## src/rtl/ctw_pkg.sv

```systemverilog
// core timer package: register map, fields, reset values, timing
// Contract
// - overflow flag sets on low byte wrap
// - overflow request while flag and enable
// - one to overflow clear bit clears flag
// - periodic flag sets on tap; requests if enabled
// - one clears periodic flag; direct writes ignored
// - enables read/write; reset clears enables, flags
// - clear bits write-only, always read zero
// - rate field selects tap 2^15 to 2^18
// - reset selects slowest rate
// - selected tap also clocks watchdog
// - watchdog trips on eighth tap, seven to eight tap periods after clear
// - divide-by-eight prescaler feeds 15-stage counter
// - one count per eight oscillator cycles
// - power-on clears chain, cleared again after delay
// - four watchdog stages, gated by option bit
// - watchdog timeout resets whole chip
// - writing zero to clear bit clears watchdog
// - runs in run/wait/halt; stop clears it
// - stop-to-halt option keeps watchdog running
// - high voltage detect disables watchdog
package ctw_pkg;
  // byte addresses of the register words
  localparam logic [3:0] CTW_ADDR_CTRL  = 4'h0;
  localparam logic [3:0] CTW_ADDR_COUNT = 4'h4;
  localparam logic [3:0] CTW_ADDR_WDOG  = 4'h8;
  // control register bit positions
  localparam int CTW_BIT_OVF_FLAG = 7;
  localparam int CTW_BIT_PER_FLAG = 6;
  localparam int CTW_BIT_OVF_EN   = 5;
  localparam int CTW_BIT_PER_EN   = 4;
  localparam int CTW_BIT_OVF_CLR  = 3;
  localparam int CTW_BIT_PER_CLR  = 2;
  localparam int CTW_BIT_RATE_HI  = 1;
  localparam int CTW_BIT_RATE_LO  = 0;
  // watchdog register: clear bit position
  localparam int CTW_BIT_WD_CLEAR = 0;
  // reset value of the rate field
  localparam logic [1:0] CTW_RATE_RST = 2'h3;
  // counter structure
  localparam int CTW_PRESCALE  = 8;
  localparam int CTW_CHAIN_W   = 15;
  localparam int CTW_COUNT_W   = 8;
  localparam int CTW_TAP_BASE  = 12;
  localparam int CTW_WD_STAGES = 4;
  // startup delay, in bus cycles, and oscillator cycles per bus cycle
  localparam int CTW_OSC_PER_BUS    = 2;
  localparam int CTW_BOOT_SHORT_BUS = 16;
  localparam int CTW_BOOT_LONG_BUS  = 4064;
  localparam int CTW_BOOT_SHORT_CYC = CTW_BOOT_SHORT_BUS * CTW_OSC_PER_BUS;
endpackage

```

## src/rtl/ctw_prescaler.sv

```systemverilog
// divide-by-eight prescaler giving a one-cycle count enable
`timescale 1ns/1ps
`default_nettype none
module ctw_prescaler
  import ctw_pkg::*;
#(
  parameter int DIV = CTW_PRESCALE  // oscillator cycles per count
) (
  input  wire logic mclk,  // oscillator clock
  input  wire logic srst,  // synchronous reset
  output logic      tick   // one-cycle count enable
);
  localparam int W = $clog2(DIV);

  // whole state of the divider
  typedef struct packed {
    logic [W-1:0] cnt;  // cycles since last enable
  } ctw_pre_type;

  ctw_pre_type st_q;  // registered state
  ctw_pre_type st_d;  // next state

  // count modulo DIV
  always_comb begin
    st_d = st_q;
    st_d.cnt = st_q.cnt + 1'b1;
    // wrap at the last cycle
    if (st_q.cnt == W'(DIV - 1)) begin
      st_d.cnt = '0;
    end
    // reset restarts the divider
    if (srst) begin
      st_d = '0;
    end
  end

  // state register
  always_ff @(posedge mclk) begin
    st_q <= st_d;
  end

  // enable once per DIV cycles
  assign tick = (st_q.cnt == W'(DIV - 1));
endmodule
`default_nettype wire

```

## src/rtl/ctw_watchdog.sv

```systemverilog
// four-stage watchdog counter clocked by the periodic tap
`timescale 1ns/1ps
`default_nettype none
module ctw_watchdog
  import ctw_pkg::*;
#(
  parameter int WD_W = CTW_WD_STAGES  // watchdog stages
) (
  input  wire logic mclk,      // oscillator clock
  input  wire logic srst,      // synchronous reset
  input  wire logic tap_tick,  // selected periodic tap pulse
  input  wire logic active,    // enabled, not stopped, no high voltage
  input  wire logic wd_clear,  // software clear pulse
  output logic      trip       // chip reset request, held
);
  // last count before the trip
  localparam logic [WD_W-1:0] LAST = {1'b0, {(WD_W - 1){1'b1}}};

  // whole state of the watchdog
  typedef struct packed {
    logic [WD_W-1:0] cnt;   // tap periods since clear
    logic            trip;  // timeout reached
  } ctw_wd_type;

  ctw_wd_type st_q;  // registered state
  ctw_wd_type st_d;  // next state

  // count taps, trip on the eighth
  always_comb begin
    st_d = st_q;
    if (!active) begin
      // stopped or disabled: counter held clear
      st_d.cnt = '0;
    end else if (wd_clear) begin
      st_d.cnt = '0;
    end else if (tap_tick && !st_q.trip) begin
      st_d.cnt = st_q.cnt + 1'b1;
      // first tap lands 0..1 period after clear
      if (st_q.cnt == LAST) begin
        st_d.trip = 1'b1;
      end
    end
    // trip holds until the chip reset arrives
    if (srst) begin
      st_d = '0;
    end
  end

  // state register
  always_ff @(posedge mclk) begin
    st_q <= st_d;
  end

  assign trip = st_q.trip;
endmodule
`default_nettype wire

```

## src/rtl/ctw_core_timer.sv

```systemverilog
// core timer with periodic tap, watchdog and avalon-mm registers
`timescale 1ns/1ps
`default_nettype none
module ctw_core_timer
  import ctw_pkg::*;
#(
  parameter int BOOT_LONG_BUS = CTW_BOOT_LONG_BUS  // long startup, bus cycles
) (
  input  wire logic        mclk,              // oscillator clock
  input  wire logic        srst,              // power-on reset
  input  wire logic [3:0]  avs_address,       // byte address
  input  wire logic        avs_read,          // read request
  input  wire logic        avs_write,         // write request
  input  wire logic [31:0] avs_writedata,     // write data
  input  wire logic [3:0]  avs_byteenable,    // byte lanes
  output logic      [31:0] avs_readdata,      // read data
  output logic             avs_waitrequest,   // stall
  input  wire logic        opt_delay_long,    // long startup option
  input  wire logic        opt_wdog_enable,   // watchdog option
  input  wire logic        opt_stop_to_halt,  // stop-to-halt option
  input  wire logic        stop_mode,         // cpu executed stop
  input  wire logic        hv_detect,         // high voltage on prog pin
  output logic             overflow_irq,      // overflow request
  output logic             periodic_irq,      // periodic request
  output logic             boot_hold,         // chip held in startup
  output logic             wd_chip_reset,     // watchdog reset request
  output logic             stop_as_halt       // treat stop as halt
);
  // startup length in oscillator cycles
  localparam int BOOT_LONG_CYC = BOOT_LONG_BUS * CTW_OSC_PER_BUS;
  localparam int BW = $clog2(BOOT_LONG_CYC + 1);

  // startup or running, one-hot
  typedef enum logic [1:0] {
    CTW_PH_BOOT = 2'b01,
    CTW_PH_RUN  = 2'b10
  } ctw_phase_type;

  // whole state of the block
  typedef struct packed {
    ctw_phase_type          phase;     // startup or run
    logic [BW-1:0]          boot_cnt;  // startup cycles
    logic                   opt_taken; // options captured
    logic                   opt_long;  // long startup
    logic                   opt_wd;    // watchdog enabled
    logic                   opt_s2h;   // stop runs as halt
    logic [CTW_CHAIN_W-1:0] chain;     // timer stages
    logic                   ovf_flag;  // overflow flag
    logic                   per_flag;  // periodic flag
    logic                   ovf_en;    // overflow enable
    logic                   per_en;    // periodic enable
    logic [1:0]             rate;      // tap select
    logic                   ack;       // bus answer cycle
    logic [7:0]             rdata;     // read data
  } ctw_state_type;

  ctw_state_type st_q;  // registered state
  ctw_state_type st_d;  // next state

  logic       pre_tick;  // one count enable per eight cycles
  logic       running;   // startup finished
  logic       req;       // bus request present
  logic       wr_ok;     // write accepted this edge
  logic       wr_ctrl;   // accepted write to control
  logic       wr_wdog;   // accepted write to watchdog
  logic       wr_count;  // accepted write to counter
  logic       ovf_hit;   // low byte wraps this cycle
  logic       per_hit;   // selected tap becomes active
  logic       wd_active; // watchdog allowed to count
  logic       wd_clear;  // software watchdog clear
  logic       wd_trip;   // watchdog timeout
  logic [7:0] rd_val;    // read mux output
  logic [BW-1:0] boot_last; // last startup cycle

  // test whether the low stages of the tap are all ones
  function automatic logic tap_full(
    input logic [CTW_CHAIN_W-1:0] chain,
    input logic [1:0]             rate
  );
    logic [CTW_CHAIN_W-1:0] mask;
    mask = '0;
    for (int i = 0; i < CTW_CHAIN_W; i++) begin
      // stages below 12 + rate form the tap
      if (i < CTW_TAP_BASE + int'(rate)) begin
        mask[i] = 1'b1;
      end
    end
    return (chain & mask) == mask;
  endfunction

  // count enable from the prescaler
  ctw_prescaler #(
    .DIV (CTW_PRESCALE)
  ) u_pre (
    .mclk (mclk),
    .srst (srst),
    .tick (pre_tick)
  );

  // watchdog stages after the chain
  ctw_watchdog #(
    .WD_W (CTW_WD_STAGES)
  ) u_wd (
    .mclk     (mclk),
    .srst     (srst),
    .tap_tick (per_hit),
    .active   (wd_active),
    .wd_clear (wd_clear),
    .trip     (wd_trip)
  );

  // phase and event decode
  assign running = (st_q.phase == CTW_PH_RUN);
  assign ovf_hit = running && pre_tick
                && (st_q.chain[CTW_COUNT_W-1:0] == 8'hff);
  assign per_hit = running && pre_tick
                && tap_full(st_q.chain, st_q.rate);

  // bus decode: answer one cycle after the request
  // any request level opens a transfer
  assign req = avs_read || avs_write;
  // a write lands only on the answer edge, lane 0 enabled
  assign wr_ok = avs_write && st_q.ack && avs_byteenable[0];
  // per-register write strobes
  assign wr_ctrl = wr_ok && (avs_address == CTW_ADDR_CTRL);
  assign wr_wdog = wr_ok && (avs_address == CTW_ADDR_WDOG);
  // counter writes decode but no branch below uses them
  assign wr_count = wr_ok && (avs_address == CTW_ADDR_COUNT);

  // watchdog clear: writing zero to the clear bit
  assign wd_clear = wr_wdog && !avs_writedata[CTW_BIT_WD_CLEAR];

  // watchdog gating: option, high voltage, stop
  always_comb begin
    wd_active = running && st_q.opt_wd;
    // high voltage on the programming pin
    if (hv_detect) begin
      wd_active = 1'b0;
    end
    // a real stop clears and halts the watchdog
    if (stop_mode && !st_q.opt_s2h) begin
      wd_active = 1'b0;
    end
  end

  // read multiplexer
  always_comb begin
    rd_val = 8'h00;
    unique case (avs_address)
      CTW_ADDR_CTRL: begin
        rd_val[CTW_BIT_OVF_FLAG] = st_q.ovf_flag;
        rd_val[CTW_BIT_PER_FLAG] = st_q.per_flag;
        rd_val[CTW_BIT_OVF_EN] = st_q.ovf_en;
        rd_val[CTW_BIT_PER_EN] = st_q.per_en;
        // clear bits stay zero
        rd_val[CTW_BIT_RATE_HI] = st_q.rate[1];
        rd_val[CTW_BIT_RATE_LO] = st_q.rate[0];
      end
      CTW_ADDR_COUNT: begin
        rd_val = st_q.chain[CTW_COUNT_W-1:0];
      end
      // watchdog register and unmapped read zero
      default: begin
        rd_val = 8'h00;
      end
    endcase
  end

  // startup length from the captured option
  assign boot_last = st_q.opt_long ? BW'(BOOT_LONG_CYC - 1)
                                   : BW'(CTW_BOOT_SHORT_CYC - 1);

  // next-state logic
  always_comb begin
    st_d = st_q;

    // bus handshake: one wait cycle, then answer
    st_d.ack = req && !st_q.ack;
    if (req && !st_q.ack) begin
      st_d.rdata = rd_val;
    end

    // counter chain runs from power-on
    if (pre_tick) begin
      st_d.chain = st_q.chain + 1'b1;
    end

    // startup sequencing
    unique case (st_q.phase)
      CTW_PH_BOOT: begin
        // capture option straps after release
        if (!st_q.opt_taken) begin
          st_d.opt_taken = 1'b1;
          st_d.opt_long = opt_delay_long;
          st_d.opt_wd = opt_wdog_enable;
          st_d.opt_s2h = opt_stop_to_halt;
        end
        st_d.boot_cnt = st_q.boot_cnt + 1'b1;
        // delay over: clear the chain again
        if (st_q.opt_taken && st_q.boot_cnt >= boot_last) begin
          st_d.phase = CTW_PH_RUN;
          st_d.chain = '0;
        end
      end
      CTW_PH_RUN: begin
        // startup count frozen until the next power-on
        st_d.boot_cnt = st_q.boot_cnt;
      end
      // illegal code: restart startup
      default: begin
        st_d.phase = CTW_PH_BOOT;
      end
    endcase

    // control writes; flags are not writable
    if (wr_ctrl) begin
      // enables follow the written bits
      st_d.ovf_en = avs_writedata[CTW_BIT_OVF_EN];
      st_d.per_en = avs_writedata[CTW_BIT_PER_EN];
      // new rate takes effect at once, watchdog count kept
      st_d.rate[1] = avs_writedata[CTW_BIT_RATE_HI];
      st_d.rate[0] = avs_writedata[CTW_BIT_RATE_LO];
    end

    // overflow flag: set wins over clear
    if (wr_ctrl && avs_writedata[CTW_BIT_OVF_CLR]) begin
      st_d.ovf_flag = 1'b0;
    end
    if (ovf_hit) begin
      st_d.ovf_flag = 1'b1;
    end

    // periodic flag: set wins over clear
    if (wr_ctrl && avs_writedata[CTW_BIT_PER_CLR]) begin
      st_d.per_flag = 1'b0;
    end
    if (per_hit) begin
      st_d.per_flag = 1'b1;
    end

    // power-on: everything clear, slowest rate
    if (srst) begin
      st_d = '0;
      st_d.phase = CTW_PH_BOOT;
      st_d.rate = CTW_RATE_RST;
    end
  end

  // state register
  always_ff @(posedge mclk) begin
    st_q <= st_d;
  end

  // outputs
  // stall only in the first cycle of a request
  assign avs_waitrequest = req && !st_q.ack;
  // registered byte, upper lanes zero
  assign avs_readdata = {24'h00_0000, st_q.rdata};
  // requests are flag and enable together
  assign overflow_irq = st_q.ovf_flag && st_q.ovf_en;
  assign periodic_irq = st_q.per_flag && st_q.per_en;
  // chip stays held until the startup delay ends
  assign boot_hold = (st_q.phase != CTW_PH_RUN);
  // trip is held inside the watchdog until power-on
  assign wd_chip_reset = wd_trip;
  // captured strap, fixed until the next power-on
  assign stop_as_halt = st_q.opt_s2h;
endmodule
`default_nettype wire

```

## config.mk

```make
export PLATFORM = sky130hd
export DESIGN_NAME = ctw_core_timer
export DESIGN_NICKNAME = d
export VERILOG_FILES = /design/src/rtl/ctw_pkg.sv /design/src/rtl/ctw_prescaler.sv /design/src/rtl/ctw_watchdog.sv /design/src/rtl/ctw_core_timer.sv
export SDC_FILE = /design/constraint.sdc
export NUM_CORES = 1
export LEC_CHECK = 0
export ABC_AREA = 1
export ABC_CLOCK_PERIOD_IN_PS = 1700
export BUFFER_PORTS_ARGS = -buffer_cell sky130_fd_sc_hd__buf_2
export CORE_MARGIN = 1.5
export CORE_UTILIZATION = 40
export CTS_CLUSTER_SIZE = 16
export DETAILED_ROUTE_END_ITERATION = 12
export MAX_ROUTING_LAYER = met4
export SETUP_SLACK_MARGIN = 0.2
export SLEW_MARGIN = 25
export SYNTH_ARGS = -nofsm -noshare
export SYNTH_HDL_FRONTEND = slang
export SYNTH_SLANG_ARGS = --single-unit
```

## constraint.sdc

```tcl
create_clock -name mclk -period 1.7 [get_ports mclk]
set_input_delay 0.17 -clock mclk [delete_from_list [all_inputs] [get_ports mclk]]
set_output_delay 0.17 -clock mclk [all_outputs]
set_load 0.1 [all_outputs]
```

### Word-level counts from Yosys, hierarchy flattened

Cells that the tools add are included.
W data, S select, Z words.

| storage, ports and cells | value |
|---|---|
| flip-flop bits (word level) | 57 |
| input port bits | 49 |
| output and inout port bits | 38 |
| logic and storage cells | 113 |

| cells by class | value |
|---|---|
| $add $sub $neg | 5 |
| $lt $le $gt $ge | 16 |
| equality and inequality tests | 10 |
| mux-type cells | 30 |
| bitwise logic cells | 5 |
| reductions and logical operators | 30 |

Operator list:

| cell | number |
|---|---|
| $lt A5 B32 Y1 const A | 6 |
| $lt A4 B32 Y1 const A | 4 |
| $lt A3 B32 Y1 const A | 2 |
| $mux W15 | 3 |
| $lt A1 B32 Y1 const A | 1 |
| $lt A2 B32 Y1 const A | 1 |
| $mux W1 | 21 |
| $logic_and A1 B1 Y1 | 17 |
| $add A15 B1 Y15 const B | 1 |
| $and A15 B15 Y15 | 1 |
| $eq A15 B15 Y1 | 1 |
| $add A13 B1 Y13 const B | 1 |
| $ge A13 B13 Y1 | 1 |
| $mux W13 | 1 |
| $eq A4 B3 Y1 const B | 2 |
| $eq A8 B8 Y1 const B | 1 |
| $pmux W2 S2 | 2 |
| $pmux W4 S2 | 1 |
| $add A4 B2 Y5 const A | 1 |
| $lt A4 B5 Y1 const A | 1 |
| $add A4 B1 Y4 const B | 1 |
| $eq A4 B4 Y1 const B | 1 |
| $logic_not A1 Y1 | 4 |
| $logic_not A4 Y1 | 1 |
| other kinds (13) | 20 |

### Longest topological paths before layout

Gate-level depths: netlist of run 1.

| logic depth | value |
|---|---|
| word-level depth | 8 |
| mapped depth | 12 |
| mapped depth without buffers | 11 |

### Cells and area by module

From an unflattened synthesis of run 1, not the netlist that was laid out.

| unflattened totals | value |
|---|---|
| cells, all modules | 413 |
| area, all modules | 3051.7 um^2 |

Modules (own cells, without submodules):

| module | times used | cells an instance | area each (um^2) | sequential area each (um^2) |
|---|---|---|---|---|
| ctw_core_timer | 1 | 366 | 2692.6 | 980.9 |
| ctw_watchdog | 1 | 34 | 241.5 | 100.1 |
| ctw_prescaler | 1 | 13 | 117.6 | 60.1 |

### Worst setup path before layout of run 1

OpenSTA, ideal clock, no wires.

| timing | value |
|---|---|
| path type | register -> register |
| start point | reg st_q, in the netlist stop_as_halt |
| end point | reg u_wd.st_q[1] in the netlist's numbering |
| library setup time | 0.070 ns |
| arrival | 1.612 ns |
| data required time | 1.630 ns |
| path slack | 0.018 ns |
| stages on the path, launching flop included | 7 |
| path buffers | 0 |
| clock period less this slack | 1.682 ns |
| cells stage by stage | dfxtp_1 inv_1 nand2_1 nand3_1 nor3_1 inv_1 a21oi_1 |

| on the way | value |
|---|---|
| word-level cells in the longest chain between the ends | 5 |

Ends and longest elaborated chain:

| element | RTL line | RTL |
|---|---|---|
| start, declared | ctw_core_timer.sv:57 | `ctw_state_type st_q;` |
| start signal, assigned | ctw_core_timer.sv:251 | `st_q <= st_d;` |
| $logic_not A1 Y1 | ctw_core_timer.sv:141 | `if (stop_mode && !st_q.opt_s2h) begin` |
| $logic_and A1 B1 Y1 | ctw_core_timer.sv:141 |  |
| $mux W1 | ctw_core_timer.sv:141 |  |
| $not A1 Y1 (no line) | - |  |
| $reduce_or A3 Y1 (no line) | - |  |
| end signal, assigned | ctw_watchdog.sv:51 | `st_q <= st_d;` |
| end, declared | ctw_watchdog.sv:25 | `ctw_wd_type st_q;` |

No other way between the ends.
A chain may end at the register's enable or synchronous reset.

### Worst setup path in the final report of run 1

| timing | value |
|---|---|
| start point | reg st_q[32] in the netlist's numbering |
| end point | reg st_q[18] in the netlist's numbering |

| on the way | value |
|---|---|
| word-level cells in the longest chain between the ends | 5 |

Ends and longest elaborated chain:

| element | RTL line | RTL |
|---|---|---|
| $mux W13 | ctw_core_timer.sv:170 | `assign boot_last = st_q.opt_long ? BW'(BOOT_LONG_CYC - 1)` |
| $ge A13 B13 Y1 | ctw_core_timer.sv:200 | `if (st_q.opt_taken && st_q.boot_cnt >= boot_last) begin` |
| $logic_and A1 B1 Y1 | ctw_core_timer.sv:200 |  |
| $mux W15 | ctw_core_timer.sv:200 |  |
| $mux W15 | ctw_core_timer.sv:189 | `unique case (st_q.phase)` |

No other way between the ends.

==> qor.yml, run 1 <==
run_status:
  status: "complete, no violations"
critical_path:
  rr_worst_depth: 10
  end_kind: "register"
  required_ns: 1.97
  r2r-start: "st_q[32]$_SDFFE_PP0P_"
  r2r_end: "st_q[18]$_SDFF_PP0_"
  path_class: "register to register"
  worstPathMaxFanout: 15
  crit_path_start_kind: "register"
  arrival_ns: 1.84
  r2r_slack_ns: 0.13
clock_tree:
  cts-root-buf: "clkbuf_8"
  clock_latency_ns: 0.33
  cts_buffers: 9
  cts.sinks: 57
  clock_path_buffers: 2
  cts_tree: "built"
  cts-htree-levels: 3
  hold_buffers: 0
  clk_pin_slew_ns: 0.06
yosys:
  synth_top_family_by_area: "simple AND/OR/NAND/NOR gates"
  ys_seq_area_frac: 0.3710
  ys_ff_latch: 57
  synth_mux_area_frac: 0
  syn_area_per_cell_um2: 7.253
  synth.distinct_cells: 32
  synth_fa_ha_area_frac: 0.04882
  syn_area_um2: 3075
  synth_compound_area_frac: 0.09845
  synth_cells: 424
  ys_warn_count: 0
  synth_xor_area_frac: 0.03987
  yosys.area_share.simple: 0.2803
global_routing:
  grt_max_degree: 16
  grt_pass1_wl_um: 10520
  antenna_found_initial: 0
  grt.overflow.total: 0
  first_global_vias: 2304
  grt_usage: 0.1698
place:
  gp_congestion: 0.8092
  hpwl_um: 4769
  port_buffers: 33
power_and_ir_drop:
  leakagePower_nw: 1.634
  ir_drop_v: 0.0003436
  power.density_nw_per_um2: 864.9
worst_hold_path:
  min_path_type: "input port to register"
  hold_end: "st_q[10]$_SDFFE_PP1P_"
  hold_start: "avs_writedata[1]"
  holdPathStages: 3
drt:
  drt_iter0_drc: 111
  topRoutingLayerUsed: "met4"
  met3_length_um: 249
  wl_met1_um: 2838
  post_drt_wl_per_cell_um: 11.39
  vias: 2584
  wl_um: 6494
  ant_nets: 0
  drc: 0
  wl_met2_um: 3286
  drtPass1Iterations: 4
  avgViaCountPerCell: 4.533
floorplanning:
  dieArea_um2: 8224
  pin_count: 87
  die_x_um: 90.69
  initial_utilization: 0.4195
  die_h_um: 90.69
  fp-row-count: 31
  core_um2: 7331
timing:
  setup_viol: 0
  period_share: 0.9217
  rsz0062_at_grt: "yes"
  worst_clock_skew_ns: 0.004929
  drv_slew: 0
  holdWs_ns: 0.07462
  fmax_mhz: 638.2
  period_minus_slack_ns: 1.567
  final-hold-violation-count: 0
layout:
  diodes: 0
  multi_input_area_um2: 1688
  area_delta_synth_final_pct: 19.85
  ff_latch_area_um2: 1154
  drive_gt1_frac: 0.2569
  n_fill_cell: 733
  final_nets: 527
  post-route-util: 0.5028
job:
  drv_cap: 0
cell usage in the layout, fill, tap and decap left out, types with 5 or more instances in the layout:
| master | n |
|---|---|
| nor2_1 | 46 |
| conb_1 | 24 |
| clkbuf_8 | 13 |
| dfxtp_1 | 49 |
| nand2_1 | 69 |
| nand4_1 | 5 |
| o21ai_0 | 21 |
| buf_4 | 12 |
| buf_2 | 31 |
| xor2_1 | 10 |
| nor2_4 | 9 |
| ha_4 | 7 |
| nand3_1 | 24 |
| a21oi_1 | 24 |
| inv_1 | 56 |
| dfxtp_2 | 7 |
| nor2_2 | 14 |
| nand2_2 | 8 |
cells by family (layout without fill, tap and decap cells):
kind of cell / Yosys count / count (layout)
buffers and inverters: 97 / 121
other: 1 / 24
adders and majority gates: 12 / 12
xor gates and xnor gates: 14 / 14
DFF: 57 / 57
and+or+nand+nor: 186 / 186
AOI/OAI and AO/OA: 57 / 57
layout make-up:
class | count | share of cell area
Clock inverter | 2 | 0.002716
Sequential cell | 57 | 0.3130
Clock buffer | 14 | 0.04956
Timing Repair Buffer | 46 | 0.08045
Multi-Input combinational cell | 293 | 0.4579
Tap cell | 99 | 0.03360
Inverter | 59 | 0.06280
power by group:
| group | switching (mW) | leakage [nW] | internal, mW | total [mW] |
|---|---|---|---|---|
| Combinational | 0.480 | 1.06 | 0.0998 | 0.580 |
| Sequential | 0.0209 | 0.467 | 1.37 | 1.39 |
| Clock | 0.531 | 0.102 | 0.684 | 1.22 |
| Total | 1.03 | 1.63 | 2.16 | 3.19 |
state kept, by name, summed over array words and instances (netlist names):
name,flops
avs_readdata,8
st_q,40
stop_as_halt,1
u_wd.st_q,4
u_pre.st_q,3
u_wd.trip,1
critical path, cell delays in order (launching register included):
cell	delay, ns
dfxtp_4	0.36
inv_8	0.10
ha_4	0.21
nand2_2	0.07
inv_1	0.05
a21oi_2	0.14
nand2_1	0.08
o21ai_2	0.16
nand2_2	0.08
buf_12	0.16
nor2_1	0.08
synth_stat cells (all sizes together):
master	number	area [µm²]
dfxtp	57	1141
nor3b	1	7.510
buf	34	256.5
clkbuf	4	15.01
nor3	3	20.02
nor2	69	324.1
nand4	5	31.28
xor2	10	87.58
inv	59	221.5
o211ai	2	15.01
nand3	29	160.2
and2	1	6.260
ha	12	150.1
nand2	78	312.8
a21oi	26	130.1
conb	1	3.750
a211oi	1	7.510
o21ai	24	123.9
xnor2	4	35.03
o22ai	3	18.77
o21a	1	7.510
worst max path at each step:
stage,start,cells after the start,endpoint
after floorplan,st_q[32]$_SDFFE_PP0P_,12,st_q[27]$_SDFF_PP0_
after global placement,u_pre.st_q[0]$_SDFF_PP0_,8,st_q[26]$_SDFF_PP0_
after detailed placement,u_pre.st_q[0]$_SDFF_PP0_,8,st_q[26]$_SDFF_PP0_
after CTS,st_q[32]$_SDFFE_PP0P_,10,st_q[18]$_SDFF_PP0_
after global routing,u_pre.st_q[0]$_SDFF_PP0_,8,st_q[26]$_SDFF_PP0_
final,st_q[32]$_SDFFE_PP0P_,10,st_q[18]$_SDFF_PP0_
per-layer routing:
| metal | track usage | vias up |
|---|---|---|
| met5 | - | - |
| li1 | - | 1374 |
| met3 | 0.04966 | 9 |
| met2 | 0.2744 | 39 |
| met1 | 0.1931 | 1162 |
| met4 | 0.07804 | 0 |
stage by stage:
| stage | cell area [µm²] | total power [mW] | setup slack, ns | TNS (ns) | cells |
|---|---|---|---|---|---|
| detailed placement | 3329 | 1.982 | 0.08332 | 0 | 551 |
| global route | 3686 | 3.333 | -0.01816 | -0.02495 | 570 |
| floorplan | 3209 | 1.955 | 0.2013 | 0 | 447 |
| finish | 3686 | 3.188 | 0.1331 | 0 | 570 |
| global placement | 3329 | 1.976 | 0.1228 | 0 | 551 |
| CTS | 3558 | 3.218 | 0.1133 | 0 | 567 |
what timing repair did:
| action | CTS | global route |
|---|---|---|
| resized for setup | 8 | 25 |
| setup buffers | 0 | 3 |
| setup endpoints to repair | 22 | 28 |
| pin swaps | 1 | 4 |
Power figures use the tool's default switching activity.
==> run 2, diff against run 1 <==
--- a/config.mk
+++ b/config.mk
@@ -5,7 +5,6 @@
 export SDC_FILE = /design/constraint.sdc
 export NUM_CORES = 1
 export LEC_CHECK = 0
-export ABC_AREA = 1
 export ABC_CLOCK_PERIOD_IN_PS = 1700
 export BUFFER_PORTS_ARGS = -buffer_cell sky130_fd_sc_hd__buf_2
 export CORE_MARGIN = 1.5
==> qor.yml, run 2 <==
yosys:
  synth_most_common_cell: "dfxtp_1"
  syn_area_per_cell_um2: 9.051
  ys_async_sr_fraction: 0
  syn_area_um2: 2860
  ys_seq_area_frac: 0.3990
  synth.distinct_cells: 46
  synthTopCellsByCount: "dfxtp_1 (57), nor2_1 (36), buf_4 (33)"
  synth_area_leader_cell: "dfxtp_1"
  ys_ff_latch: 57
  synth_top_area_frac: 0.3990
  synth_edf_count: 0
  synth_cells: 316
  ys_warn_count: 0
  synth_area_leaders: "dfxtp_1 (40%), buf_4 (8.7%), xor2_1 (5.8%), ha_1 (5.2%), nor2_1 (4.7%)"
  synthFlopType: "dfxtp_1"
layout:
  post-route-util: 0.5268
  area_delta_synth_final_pct: 26.51
  n_fill_cell: 690
  ff_latch_area_um2: 1149
  final_cell_count_no_fill: 476
  final_nets: 437
  multi_input_area_um2: 1655
  layout_commonest_cell: "dfxtp_1"
  drive_gt1_frac: 0.3474
  final_cell_mix: "dfxtp_1 (51), nor2_1 (35), buf_2 (31), buf_4 (29), conb_1 (24)"
  diodes: 0
  largest_register_ffs: 40
  top_register: "st_q"
timing:
  setup_viol: 18
  drv_slew: 0
  fmax_mhz: 530.7
  rsz0062_at_grt: "yes"
  worst_clock_skew_ns: 0.005392
  period_share: 1.108
  timing.final.ws_setup_ns: -0.1842
  final-hold-violation-count: 0
  period_minus_slack_ns: 1.884
floorplanning:
  dieArea_um2: 7667
  fp-row-count: 30
  die_h_um: 87.56
  die_x_um: 87.56
  core_um2: 6869
  pin_count: 87
  initial_utilization: 0.4164
place:
  hpwl_um: 4277
  dp_cells: 455
  gp_congestion: 0.7626
  port_buffers: 33
power_and_ir_drop:
  power.share.sequential: 0.480
  switching_share: 0.3056
  pwr-share-clk: 0.368
  leakagePower_nw: 1.448
  power.switching_mw: 0.8764
  ir_drop_v: 0.0006073
  power_frac_comb: 0.152
  p_int_mw: 1.992
  power.density_nw_per_um2: 792.6
global_routing:
  use_met1: 0.2028
  grt.overflow.total: 0
  grt-busiest-layer: "met2"
  use_met2: 0.2545
  grt_usage: 0.1653
  antenna_found_initial: 0
  grt_util_met3: 0.05278
  first_global_vias: 2115
  grt_max_degree: 54
  grt_pass1_wl_um: 9363
critical_path:
  path_cells: "inv_4, ha_4, nand4b_1, or3_1, a31o_2, a21oi_4, buf_12, nor3_1"
  slowest_stage: "dfxtp_2"
  path_class: "register to register"
  worstPathMaxFanout: 17
  arrival_ns: 2.10
  required_ns: 1.91
  end_kind: "register"
  max_stage_delay_ns: 0.34
  crit_path_start_kind: "register"
clock_tree:
  cts_tree: "built"
  cts.sinks: 57
  cts-root-buf: "clkbuf_8"
  cts-htree-levels: 3
  clock_latency_ns: 0.33
  cts_buffers: 9
  hold_buffers: 0
  clock_path_buffers: 2
  clk_pin_slew_ns: 0.06
drt:
  drtPass1Iterations: 5
  ant_nets: 0
  vias: 2314
  post_drt_wl_per_cell_um: 12.51
  drt_iter0_drc: 87
  wl_um: 5957
  avgViaCountPerCell: 4.861
  drc: 0
job:
  drv_cap: 0
run_status:
  status: "finished with violations"
  violations: "negative setup slack"
worst_hold_path:
  min_path_type: "input port to register"
## run 2: layer usage
metal,wire (µm),vias up,part of all wire
li1,-,1161,-
met1,2760,1091,0.46
met2,2859,55,0.48
met3,271,7,0.045
met4,65,0,0.011
met5,0,-,0
## run 2: final cells by class
type,instances,share of cell area
clock buffer,11,0.03907
inverter,7,0.008990
sequential,57,0.3174
timing repair buffer,69,0.1383
multi-input combinational,232,0.4575
clock inverter,4,0.005533
tap,96,0.03319
## run 2: final timing paths
| kind | depth (start not counted) | to | slack (ns) | startpoint |
|---|---|---|---|---|
| hold reg to reg | 1 | u_pre.st_q[0]$_SDFF_PP0_ | 0.45 | u_pre.st_q[0]$_SDFF_PP0_ |
| hold / removal | 2 | st_q[10]$_SDFFE_PP1P_ | 0.05 | avs_writedata[1] |
| setup reg to reg | 8 | st_q[20]$_SDFF_PP0_ | -0.18 | st_q[32]$_SDFFE_PP0P_ |
| setup / recovery | 8 | st_q[20]$_SDFF_PP0_ | -0.18 | st_q[32]$_SDFFE_PP0P_ |
## run 2: critical path, delay by kind of cell (launching register included)
kind / cells / cell delay, ns
buf+inv: 2 / 0.24
compound gates: 2 / 0.38
fa+ha+maj: 1 / 0.27
simple gates: 3 / 0.52
flops: 1 / 0.34
## run 2: logic make-up (layout without fill, tap and decap cells)
kind of cell	after synthesis	in the layout	synth area share
compound gates	37	37	0.08881
xor+xnor	27	27	0.08268
fa+ha+maj	12	12	0.05249
buf+inv	50	91	0.1094
flops	57	57	0.3989
mux	10	10	0.03762
other cells	1	24	0.001311
simple gates	122	122	0.2288
## run 2: stage by stage
step / area, µm² / hold slack [ns] / TNS [ns] / total power, mW / setup WS, ns
after global routing: 3618 / 0.04170 / -5.148 / 2.982 / -0.2860
after global placement: 3319 / 0.3888 / -2.310 / 1.814 / -0.1225
after floorplan: 3080 / 0.2879 / -1.727 / 1.795 / -0.2338
after detailed placement: 3319 / 0.3906 / -2.982 / 1.819 / -0.1610
final: 3618 / 0.04892 / -2.894 / 2.868 / -0.1842
after CTS: 3525 / 0.03598 / -3.185 / 2.886 / -0.1778
## run 2: power by group through the flow
stage | sequential, mW | combinational (mW) | clock [mW]
floorplan | 1.41 | 0.385 | 0
global placement | 1.40 | 0.411 | 0
detailed placement | 1.40 | 0.415 | 0
CTS | 1.37 | 0.419 | 1.09
global route | 1.38 | 0.461 | 1.14
finish | 1.38 | 0.437 | 1.06
## run 2: repair_timing
item                       CTS  global route
pin swaps                    3            10
setup endpoints to repair   27            38
gates resized for setup     10            15
setup buffers                1             5
